$ cat src/ladr_pkg.sv
// Constants and types for the legacy address decode router.
// Assumes a single clock and a requester that presents one access at a time.
package ladr_pkg;

	localparam int ADDR_W = 36;
	localparam int DATA_W = 32;
	localparam int SEG_N = 13;

	localparam logic [ADDR_W-1:0] DOS_TOP = 36'h0_000A_0000;
	localparam logic [ADDR_W-1:0] VID_TOP = 36'h0_000C_0000;
	localparam logic [ADDR_W-1:0] MDA_BASE = 36'h0_000B_0000;
	localparam logic [ADDR_W-1:0] MDA_TOP = 36'h0_000B_8000;
	localparam logic [ADDR_W-1:0] BIOS_BASE = 36'h0_000F_0000;
	localparam logic [ADDR_W-1:0] LOW_TOP = 36'h0_0010_0000;
	localparam logic [ADDR_W-1:0] MEM_LIMIT = 36'h1_0000_0000;
	localparam logic [ADDR_W-1:0] IO_LIMIT = 36'h0_0001_0003;

	localparam int SEG_LSB = 14;
	localparam logic [3:0] BIOS_SEG = 4'hC;
	localparam logic [SEG_N-1:0] ATTR_RST = 13'h0000;

	localparam logic [9:0] VIO_A_LO = 10'h3B0;
	localparam logic [9:0] VIO_A_HI = 10'h3BB;
	localparam logic [9:0] VIO_B_LO = 10'h3C0;
	localparam logic [9:0] VIO_B_HI = 10'h3DF;
	localparam logic [15:0] MIO_0 = 16'h03B4;
	localparam logic [15:0] MIO_1 = 16'h03B5;
	localparam logic [15:0] MIO_2 = 16'h03B8;
	localparam logic [15:0] MIO_3 = 16'h03B9;
	localparam logic [15:0] MIO_4 = 16'h03BA;
	localparam logic [15:0] MIO_5 = 16'h03BF;

	typedef enum logic [1:0] {
		SRC_PROC,
		SRC_HUB_A,
		SRC_HUB_B,
		SRC_GFX
	} ladr_src_t;

	typedef enum logic [2:0] {
		PORT_DRAM,
		PORT_HUB_A,
		PORT_HUB_B,
		PORT_GFX,
		PORT_LOCAL
	} ladr_port_t;

endpackage

$ cat src/ladr_router.sv
// Legacy address decode router: routes each access below 1 MB (and I/O)
// to DRAM, hub ports or graphics port, or terminates it locally.
// Assumes requests come from logic on clk_i; one request per cycle.
`timescale 1ns/1ps
`default_nettype none
module ladr_router (
	// Clock and reset
	input wire logic clk_i,
	input wire logic nrst_i,
	// Segment attribute load and readback
	input wire logic attr_wr_i,
	input wire logic [ladr_pkg::SEG_N-1:0] attr_re_i,
	input wire logic [ladr_pkg::SEG_N-1:0] attr_we_i,
	output logic [ladr_pkg::SEG_N-1:0] attr_re_o,
	output logic [ladr_pkg::SEG_N-1:0] attr_we_o,
	// Routing controls
	input wire logic gfx_legacy_video_route_enable_i,
	input wire logic hubb_legacy_video_route_enable_i,
	input wire logic mono_adapter_present_i,
	input wire logic compatible_mgmt_ram_en_i,
	input wire logic [ladr_pkg::ADDR_W-1:0] mem_top_i,
	// Request
	input wire logic req_valid_i,
	input wire ladr_pkg::ladr_src_t req_src_i,
	input wire logic req_io_i,
	input wire logic req_write_i,
	input wire logic req_smm_i,
	input wire logic [ladr_pkg::ADDR_W-1:0] req_addr_i,
	input wire logic [ladr_pkg::DATA_W-1:0] req_wdata_i,
	// Forwarded access
	output logic fwd_valid_o,
	output ladr_pkg::ladr_port_t fwd_port_o,
	output logic [ladr_pkg::ADDR_W-1:0] fwd_addr_o,
	output logic fwd_write_o,
	output logic [ladr_pkg::DATA_W-1:0] fwd_wdata_o,
	// Local completion
	output logic loc_done_o,
	output logic loc_write_o,
	output logic [ladr_pkg::DATA_W-1:0] loc_rdata_o
);
	import ladr_pkg::*;

	// ****************************************
	// Segment attributes
	// ****************************************
	logic [SEG_N-1:0] re_ff, we_ff, nxt_re, nxt_we;

	always_comb begin
		nxt_re = re_ff;
		nxt_we = we_ff;
		if (attr_wr_i) begin
			nxt_re = attr_re_i;
			nxt_we = attr_we_i;
		end
	end

	always_ff @(posedge clk_i or negedge nrst_i) begin
		if (!nrst_i) begin
			re_ff <= ATTR_RST;
			we_ff <= ATTR_RST;
		end else begin
			re_ff <= nxt_re;
			we_ff <= nxt_we;
		end
	end

	assign attr_re_o = re_ff;
	assign attr_we_o = we_ff;

	// ****************************************
	// Decode
	// ****************************************
	ladr_port_t nxt_port, port_ff;
	logic nxt_fwd, nxt_loc, fwd_ff, loc_ff, write_ff;
	logic [ADDR_W-1:0] addr_ff;
	logic [DATA_W-1:0] wdata_ff, nxt_wdata;

	always_comb begin
		logic [3:0] seg;
		logic seg_on, vid, mda_mem, mda_io, vio;
		ladr_port_t vport;
		seg = BIOS_SEG;
		seg_on = 1'b0;
		vid = 1'b0;
		mda_mem = 1'b0;
		mda_io = 1'b0;
		vio = 1'b0;
		vport = PORT_HUB_A;
		nxt_port = PORT_LOCAL;
		// Segment index: C0000-EFFFF use bits 17:14, F0000 up is one
		if ((req_addr_i >= VID_TOP) && (req_addr_i < BIOS_BASE)) begin
			seg = req_addr_i[SEG_LSB+3:SEG_LSB];
		end
		seg_on = req_write_i ? we_ff[seg] : re_ff[seg];
		vid = (req_addr_i >= DOS_TOP) && (req_addr_i < VID_TOP);
		mda_mem = mono_adapter_present_i && (req_addr_i >= MDA_BASE) &&
			(req_addr_i < MDA_TOP);
		mda_io = mono_adapter_present_i && ((req_addr_i[15:0] == MIO_0) ||
			(req_addr_i[15:0] == MIO_1) || (req_addr_i[15:0] == MIO_2) ||
			(req_addr_i[15:0] == MIO_3) || (req_addr_i[15:0] == MIO_4) ||
			(req_addr_i[15:0] == MIO_5)) && (req_addr_i < LOW_TOP);
		vio = hubb_legacy_video_route_enable_i &&
			(((req_addr_i[9:0] >= VIO_A_LO) && (req_addr_i[9:0] <= VIO_A_HI)) ||
			((req_addr_i[9:0] >= VIO_B_LO) && (req_addr_i[9:0] <= VIO_B_HI)));
		// Video target: graphics enable wins over secondary hub
		if (gfx_legacy_video_route_enable_i) begin
			vport = PORT_GFX;
		end else if (hubb_legacy_video_route_enable_i) begin
			vport = PORT_HUB_B;
		end else begin
			vport = PORT_HUB_A;
		end
		if (req_io_i) begin
			if (req_addr_i >= IO_LIMIT) begin
				nxt_port = PORT_LOCAL;
			end else if (mda_io) begin
				nxt_port = PORT_HUB_A;
			end else if (vio) begin
				nxt_port = PORT_HUB_B;
			end else begin
				nxt_port = PORT_HUB_A;
			end
		end else if (req_addr_i >= MEM_LIMIT) begin
			nxt_port = PORT_LOCAL;
		end else if (req_addr_i < DOS_TOP) begin
			nxt_port = PORT_DRAM;
		end else if (vid && compatible_mgmt_ram_en_i &&
			(req_src_i == SRC_PROC) && req_smm_i) begin
			nxt_port = PORT_DRAM;
		end else if (vid) begin
			// Non-mgmt processor and all agent cycles fall here
			if (mda_mem) begin
				nxt_port = PORT_HUB_A;
			end else begin
				nxt_port = vport;
			end
			// Graphics to hub and hub to graphics are not carried
			if (((req_src_i == SRC_GFX) && (nxt_port != PORT_GFX)) ||
				((req_src_i != SRC_GFX) && (req_src_i != SRC_PROC) &&
				(nxt_port == PORT_GFX))) begin
				nxt_port = PORT_LOCAL;
			end
		end else if (req_addr_i < LOW_TOP) begin
			nxt_port = seg_on ? PORT_DRAM : PORT_HUB_A;
		end else if (req_addr_i < mem_top_i) begin
			nxt_port = PORT_DRAM;
		end else begin
			nxt_port = PORT_HUB_A;
		end
		nxt_fwd = req_valid_i && (nxt_port != PORT_LOCAL);
		nxt_loc = req_valid_i && (nxt_port == PORT_LOCAL);
		nxt_wdata = nxt_fwd ? req_wdata_i : '0;
	end

	always_ff @(posedge clk_i or negedge nrst_i) begin
		if (!nrst_i) begin
			port_ff <= PORT_LOCAL;
			fwd_ff <= 1'b0;
			loc_ff <= 1'b0;
			write_ff <= 1'b0;
			addr_ff <= '0;
			wdata_ff <= '0;
		end else begin
			port_ff <= nxt_port;
			fwd_ff <= nxt_fwd;
			loc_ff <= nxt_loc;
			write_ff <= req_write_i;
			addr_ff <= req_addr_i;
			wdata_ff <= nxt_wdata;
		end
	end

	// ****************************************
	// Outputs
	// ****************************************
	assign fwd_valid_o = fwd_ff;
	assign fwd_port_o = port_ff;
	assign fwd_addr_o = addr_ff;
	assign fwd_write_o = write_ff;
	assign fwd_wdata_o = wdata_ff;
	assign loc_done_o = loc_ff;
	assign loc_write_o = write_ff;
	assign loc_rdata_o = '0;

	logic req_mem, req_vid, vid_plain;
	assign req_mem = req_valid_i && !req_io_i;
	assign req_vid = req_mem && (req_addr_i >= DOS_TOP) &&
		(req_addr_i < VID_TOP) && !mono_adapter_present_i;
	assign vid_plain = req_vid && !compatible_mgmt_ram_en_i &&
		(req_src_i == SRC_PROC);
endmodule
`default_nettype wire

$ cat config.mk
export PLATFORM = sky130hd
export DESIGN_NAME = ladr_router
export DESIGN_NICKNAME = d
export VERILOG_FILES = /design/src/ladr_pkg.sv /design/src/ladr_router.sv
export SDC_FILE = /design/constraint.sdc
export NUM_CORES = 1
export LEC_CHECK = 0
export BUFFER_PORTS_ARGS = -buffer_cell sky130_fd_sc_hd__buf_2
export CAP_MARGIN = 25
export CORE_AREA = 2 2 108 110
export DETAILED_ROUTE_END_ITERATION = 12
export DIE_AREA = 0 0 110 112
export PLACE_DENSITY = 0.81
export SYNTH_ARGS = -nofsm -noshare
export SYNTH_HDL_FRONTEND = slang
export SYNTH_SLANG_ARGS = --single-unit
export TNS_END_PERCENT = 100
$ cat constraint.sdc
create_clock -name clk_i -period 3 [get_ports clk_i]
set_input_delay 0 -clock clk_i [delete_from_list [all_inputs] [get_ports clk_i]]
set_output_delay 0 -clock clk_i [all_outputs]
set_load 0.01 [all_outputs]
Yosys cells after proc, flatten, opt, wreduce, memory -nomap -nowiden. Index checks and enable logic that the tools add are counted. Widths: inputs -> output; s select.

Bits in registers: 100. Word-level logic and storage cells: 89. Output and inout port bits: 133.

$lt $le $gt $ge: 16. Reduce and logical (&&, ||, !) cells: 26. Multiplexer cells: 27. Equal/unequal tests: 12.

Operators by type and width (count): $lt 36x20->1 const B (4); $ge 36x20->1 const B (3); $eq 16x10->1 const B (6); $mux 3 (13); $ge 36x17->1 const B (1); $ge 36x33->1 const B (1); $lt 36x21->1 const B (1); $lt 36x36->1 (1); $mux 32 (1); $ge 10x10->1 const B (2); $le 10x10->1 const B (2); $logic_and 1x1->1 (17); $bmux 1 s4 (2); $mux 2 (4); $logic_or 1x1->1 (7); $mux 1 (6); $lt 4x5->1 const B (1); $mux 4 (1); $eq 3x2->1 const B (1); $eq 3x3->1 const B (1); $ne 3x2->1 const B (1); $ne 3x3->1 const B (1); $eq 2x2->1 const B (1); $logic_not 2->1 (1); other kinds (2) (2).

Longest topological paths before layout. Gate-level depths: netlist of run 1.

Depth after elaboration: 21. Depth in mapped cells: 9.

Least setup slack after synthesis of run 1. No wires, ideal clock.

Path kind: input -> register. Start: in req_addr_i[35] (netlist name). End: reg port_ff[0] (netlist: fwd_port_o[0]). Buffers on the path: 0. Data arrival time: 1.512 ns. Required time: 2.904 ns. Library setup time: 0.096 ns. Setup slack: 1.392 ns. Stages on the path: 7. Cell sequence: nor4_4 nand4_4 o31ai_4 mux2i_1 and3_1 a221oi_1 a311oi_2.

Longest elaborated chain between the ends: 18. Elaborated cells on any way between the ends: 47.

RTL lines: start, declared (RTL line ladr_router.sv:28) `input wire logic [ladr_pkg::ADDR_W-1:0] req_addr_i,`; $ge 36x20->1 (RTL line ladr_router.sv:96) `mda_mem = mono_adapter_present_i && (req_addr_i >= MDA_BASE) &&`; $logic_and 1x1->1 (2 in a row) (RTL line ladr_router.sv:96); $mux 3 (RTL line ladr_router.sv:132) `if (mda_mem) begin`; $mux 3 (RTL line ladr_router.sv:130) `end else if (vid) begin`; $mux 3 (RTL line ladr_router.sv:127) `end else if (vid && compatible_mgmt_ram_en_i &&`; $mux 3 (RTL line ladr_router.sv:125) `end else if (req_addr_i < DOS_TOP) begin`; $mux 3 (RTL line ladr_router.sv:123) `end else if (req_addr_i >= MEM_LIMIT) begin`; $mux 3 (RTL line ladr_router.sv:113) `if (req_io_i) begin`; [... 2 more ...]; $logic_or 1x1->1 (RTL line ladr_router.sv:138) `if (((req_src_i == SRC_GFX) && (nxt_port != PORT_GFX)) ||`; $mux 3 (RTL line ladr_router.sv:138); $mux 3 (RTL line ladr_router.sv:130); $mux 3 (RTL line ladr_router.sv:127); $mux 3 (RTL line ladr_router.sv:125); $mux 3 (RTL line ladr_router.sv:123); $mux 3 (*) (RTL line ladr_router.sv:113); net nxt_port[0] (RTL line ladr_router.sv:73) `ladr_port_t nxt_port, port_ff;`; end signal, assigned (RTL line ladr_router.sv:164) `port_ff <= nxt_port;`; end, declared (RTL line ladr_router.sv:73).

Mark *: on every way through the listed nets, which the timed path passes. The rest lies on a longest branch. The select of a mux whose other input is x is not followed. A chain may end at the register's enable or synchronous reset.

Final worst setup path of run 1.
Start: in req_addr_i[35] (netlist name). End: reg port_ff[1] (netlist: fwd_port_o[1]).

The elaborated chain is that of the path after synthesis.

==> impl_metrics.ini, run 1 <==
[timing]
fin_tns_setup_ns = 0
period_minus_slack_ns = 2.64
finClkSkew_ns = 0.00478
setup_viol = 0
min_period_over_period_pct = 88.1
worstMarginPinSlew_ns = 0.575
maxSlewHeadroom_pct = 61.6
drv_slew = 0
hold_viol = 0
setup_ws_ns = 0.357
rsz0062_at_grt = no
fmax_ghz = 0.378

[global_route]
grt_first_pass_wirelength_um = 24100
grt_antenna_before_repair = 1
grt_max_degree = 79
grt_use_total_pct = 25.3
grt-ovfl-total = 0
grt_pass1_vias = 4984

[floorplanning]
core_area_um2 = 11200
dieArea_um2 = 12300
die_h_um = 112
rows = 39
io_pins = 276
die_w_um = 110
start_util_pct = 45.0

[clock_tree]
post_cts_buffers = 0
cts_resized = 0
clk_path_buf_depth = 2
clk_latency_ns = 0.34
numCtsBuffers = 9
cts_tree = done
cts.clk_slew.worst_paths_ns = 0.08
cts-root-buf = clkbuf_16
cts_sinks = 100
htreeDepth = 3

[pwr]
switchingPower_uw = 920
pwr-share-comb_pct = 19.1
seq_power_share_pct = 44.9
internal-power_uw = 2310
pwr-share-clk_pct = 36.0
p_sw_share_pct = 28.5
power_uw = 3230
power.density_nw_per_um2 = 429
p_leak_uw = 0.00413
ir_drop_mv = 0.322

[synth]
synthCells = 434
ys.flop_type = dfrtp_1
ys_ff_latch = 100
synth.distinct_cells = 61
synth.yosys.warnings = 0
ys_seq_area_share_pct = 49.8
syn_area_um2 = 5030
yosys.cell_count.top_type = dfrtp_1
netlist_top_cells_count = dfrtp_1 (99), inv_1 (44), ha_1 (37)
synth_edf_count = 0
postSynthAreaPerCell_um2 = 11.6
synth_top_area_share_pct = 49.3
yosysTopAreaCell = dfrtp_1
async_reset_ff_share_pct = 100
yosys-top-cells-area = dfrtp_1 (49%), ha_1 (9.2%), mux2_2 (5.6%)

[finish]
fin_cells = 922
nets = 953
final_util_pct = 67.4
syn2layout_area_growth_pct = 49.8
drive_gt1_share_pct = 39.7

[detailed_routing]
drtIter0Drc = 289
wirelength_um = 15500
wl_per_cell_um = 16.8
remaining_drc_errors = 0
vias = 4628
viasPerCell = 5.02
drtPass1Iterations = 5
drt.antenna.violating_nets = 0

[place]
gp_congestion = 0.809
port_buffers = 243
dp_slack_ns = 0.768
place_inst = 806
detailed_place_hpwl_um = 10500

[critical_path]
critical_path_arrival_ns = 2.92
critPathCaptureType = register
rr_worst_depth = 6
required_ns = 3.28
crit_type = primary input to register
worstPathMaxFanout = 16
cp-start-kind = primary input

[run_status]
status = complete, no violations

[run]
cap_violations = 0

[min_path]
min_path_type = primary input to asynchronous set/reset pin
## cell type report
class                   count  area [µm²]
diodes                      1        2.50
clock buffers               9         225
clock inverters             7        73.8
fillers                   809        3640
inverters                  45         169
multi-input cells         274        2140
flip-flops and latches    100        2500
well taps                 143         179
repair buffers            343        2230
## registers in the layout, summed over array words and instances (netlist names)
signal and cells:
fwd_wdata_o 32, fwd_port_o 3, attr_we_o 13, attr_re_o 13, fwd_valid_o 1, fwd_write_o 1, loc_done_o 1, fwd_addr_o 36
## cell usage in the layout, fill, tap and decap left out, types with 2 or more instances in the layout
cell and count:
nor2_1 13, o211ai_1 3, a21oi_1 11, buf_4 2, a211o_1 2, nand4_1 6, o21ai_2 2, clkinv_4 2
a211oi_1 2, mux2_2 25, conb_1 32, nor2b_1 2, nor4_1 5, a21o_1 13, or3_4 3, inv_6 2
o31ai_1 4, nand3_1 3, a31oi_1 5, o21a_1 2, inv_8 2, a221oi_1 2, or4_1 2, nor3_1 2
o21ai_1 3, nand2b_1 5, ha_1 37, nor3_2 2, mux2i_1 6, nor4_4 4, dfrtp_1 99, and3_1 34
buf_2 242, dlygate4sd3_1 98, clkbuf_16 9, inv_1 44, nand2_1 13, o21ai_0 8
## cells by family (layout without fill, tap and decap cells)
group	count (synthesis)	in the layout	share of synthesized area, %
adders and majority gates	37	37	9.21
and+or+nand+nor	102	102	13.6
DFF	100	100	49.8
xor gates and xnor gates	1	1	0.174
AOI/OAI and AO/OA	71	71	10.5
buffers and inverters	91	404	9.91
muxes	31	31	6.79
other	1	33	0.0746
## critical path, stage by stage
cell,delay [ns]
dlygate4sd3_1,0.54
buf_2,0.16
nor4_4,0.33
nand4_4,0.33
o31ai_4,0.32
mux2i_1,0.28
and3_1,0.22
o2111ai_1,0.09
dlygate4sd3_1,0.57
nand2_1,0.06
## layer usage
metal	GRT usage [%]	wire [µm]	vias up	share of wire, %
met5	0	0	-	0
met4	10.5	478	0	3.1
met1	28.8	5910	2212	38
met2	44.9	8030	223	52
met3	5.56	1080	43	6.9
li1	-	-	2150	-
## power groups by stage
stage,sequential (µW),combinational [µW],clock [µW]
4_1_cts,1450,605,1190
6_report,1450,618,1160
3_5_place_dp,1480,503,0
3_3_place_gp,1470,487,0
2_1_floorplan,1500,238,0
5_1_grt,1460,678,1260
## worst paths after layout
kind	startpoint	to	slack [ns]
hold / removal	nrst_i	fwd_addr_o[33]	0.03
setup / recovery	req_addr_i[35]	fwd_port_o[1]	0.36
hold reg to reg	attr_we_o[11]	attr_we_o[11]	0.54
max in group asynchronous	nrst_i	fwd_wdata_o[7]	2.04
setup reg to reg	attr_re_o[7]	fwd_port_o[0]	1.46
min in group clk_i	req_io_i	loc_done_o	0.11
## per-stage QoR
stage	cell area [µm²]	hold WS (ns)
after floorplan	5140	-0.296
after global placement	6220	0.146
after detailed placement	6220	0.147
after CTS	7500	0.0936
after global routing	7530	0.0281
final	7530	0.0311
## what timing repair did
action	in CTS	in global routing
hold buffers	98	0
setup endpoints to repair	0	0
hold endpoints to repair	172	0
(Power assumes the default switching activity.)
==> inputs of run 2 (changes only) <==
Clock period 3 ns to 3.2 ns, I/O delays scaled along.
==> impl_metrics.ini, run 2 (synthesized netlist as in run 1, its figures left out) <==
[run_status]
status = complete, no violations

[pwr]
power.density_nw_per_um2 = 413
ir_drop_mv = 0.356
p_leak_uw = 0.00413

[global_route]
use_met3_pct = 4.10
grt_antenna_before_repair = 0
grt_use_total_pct = 25.7
grt_first_pass_wirelength_um = 24200
grt_max_degree = 71
grt-ovfl-total = 0
grt.busiest_layer = met2
grt_pass1_vias = 4862
use_met1_pct = 28.6
grt_util_met2_pct = 47.2

[finish]
final_cell_mix = buf_2 (242), dfrtp_1 (99), dlygate4sd3_1 (97)
largest_reg_flops = 36
syn2layout_area_growth_pct = 49.3
fillers = 803
multi_input_area_um2 = 2140
regArea_um2 = 2500
diodes = 0
mostFrequentLayoutCell = buf_2
design_area_um2 = 7510
final_util_pct = 67.2
drive_gt1_share_pct = 39.7
nets = 951

[timing]
rsz0062_at_grt = no
fmax_ghz = 0.406
period_minus_slack_ns = 2.46
fin_tns_setup_ns = 0
drv_slew = 0
hold_viol = 0
maxSlewHeadroom_pct = 40.0
finClkSkew_ns = 0.00198
setup_viol = 0
setup_ws_ns = 0.736
min_period_over_period_pct = 77.0
worstMarginPinSlew_ns = 0.900

[run]
cap_violations = 0

[detailed_routing]
remaining_drc_errors = 0
drtIter0Drc = 243
drt.antenna.violating_nets = 0
wl_per_cell_um = 17.3
viasPerCell = 5.04
wirelength_um = 15900
drtPass1Iterations = 4
vias = 4636

[place]
port_buffers = 243
gp_congestion = 0.819
dp_slack_ns = 0.992
detailed_place_hpwl_um = 10700
place_area_um2 = 6220

[critical_path]
worstPathMaxFanout = 34
required_ns = 3.47
critical-path-top-delay-family = simple AND/OR/NAND/NOR gates
r2r-start = attr_re_o[6]
slowest_stage = dlygate4sd3_1
critical_path_arrival_ns = 2.74
crit_type = primary input to register
path_buf_inv = 2
critPathCaptureType = register
cp-start-kind = primary input
startpoint = req_addr_i[35]
crit_chain = dlygate4sd3_1 > buf_2 > nor4_4 > nand4_4 > o31ai_4 > mux2i_1 > o21ai_2 > nand2_2 > and3_1
r2r_setup_slack_ns = 1.68
max_stage_delay_ns = 0.54

[floorplanning]
dieArea_um2 = 12300
rows = 39
io_pins = 276
die_w_um = 110
die_h_um = 112
start_util_pct = 45.0
core_area_um2 = 11200

[clock_tree]
cts.clk_slew.worst_paths_ns = 0.07
cts_sinks = 100
numCtsBuffers = 9
post_cts_buffers = 0
htreeDepth = 3
cts_tree = done
clk_path_buf_depth = 2
clk_latency_ns = 0.34
cts-root-buf = clkbuf_16

[min_path]
min_path_type = primary input to register
min_from = hubb_legacy_video_route_enable_i
[run 2: report_power, final]
part / switching, µW / internal, µW / total (µW) / leakage (µW)
Combinational: 290 / 287 / 577 / 0.00272
Clock: 529 / 629 / 1160 / 0.000156
Sequential: 38.9 / 1320 / 1360 / 0.00125
[run 2: layout make-up]
class,count,area share (%)
well taps,143,2.38
multi-input cells,274,28.5
repair buffers,341,29.3
clock buffers,9,3.00
inverters,45,2.25
clock inverters,7,1.20
flip-flops and latches,100,33.4
[run 2: final timing paths]
path / endpoint / cells past startpoint
max in group asynchronous: fwd_wdata_o[17] / 3
min reg2reg: attr_re_o[3] / 1
min: fwd_port_o[1] / 3
min in group asynchronous: fwd_addr_o[35] / 2
max reg2reg: fwd_port_o[0] / 6
max: fwd_wdata_o[4] / 9
[run 2: tightest hold or removal path, delay by kind of cell]
kind	cells	cell delay, ns
compound gates	1	0.13
buf+inv	1	0.13
simple gates	1	0.07
[run 2: timing repair]
action,CTS,global route
hold buffers,97,0
endpoints found under the hold margin,164,0
gates resized for setup,0,0
[run 2: metrics by stage]
step | total power, µW | hold WS (ns) | cells
after floorplan | 1630 | -0.296 | 465
after global placement | 1840 | 0.146 | 806
after detailed placement | 1860 | 0.149 | 806
after CTS | 3100 | 0.00118 | 919
after global routing | 3230 | 0.0177 | 919
final | 3100 | 0.0172 | 919
[run 2: metal layers]
metal	wire length (µm)	part of all wire, %	vias to the layer above
met5	0	0	-
met4	530	3.3	0
met3	1020	6.4	42
met2	8420	53	229
met1	5910	37	2232
li1	-	-	2133
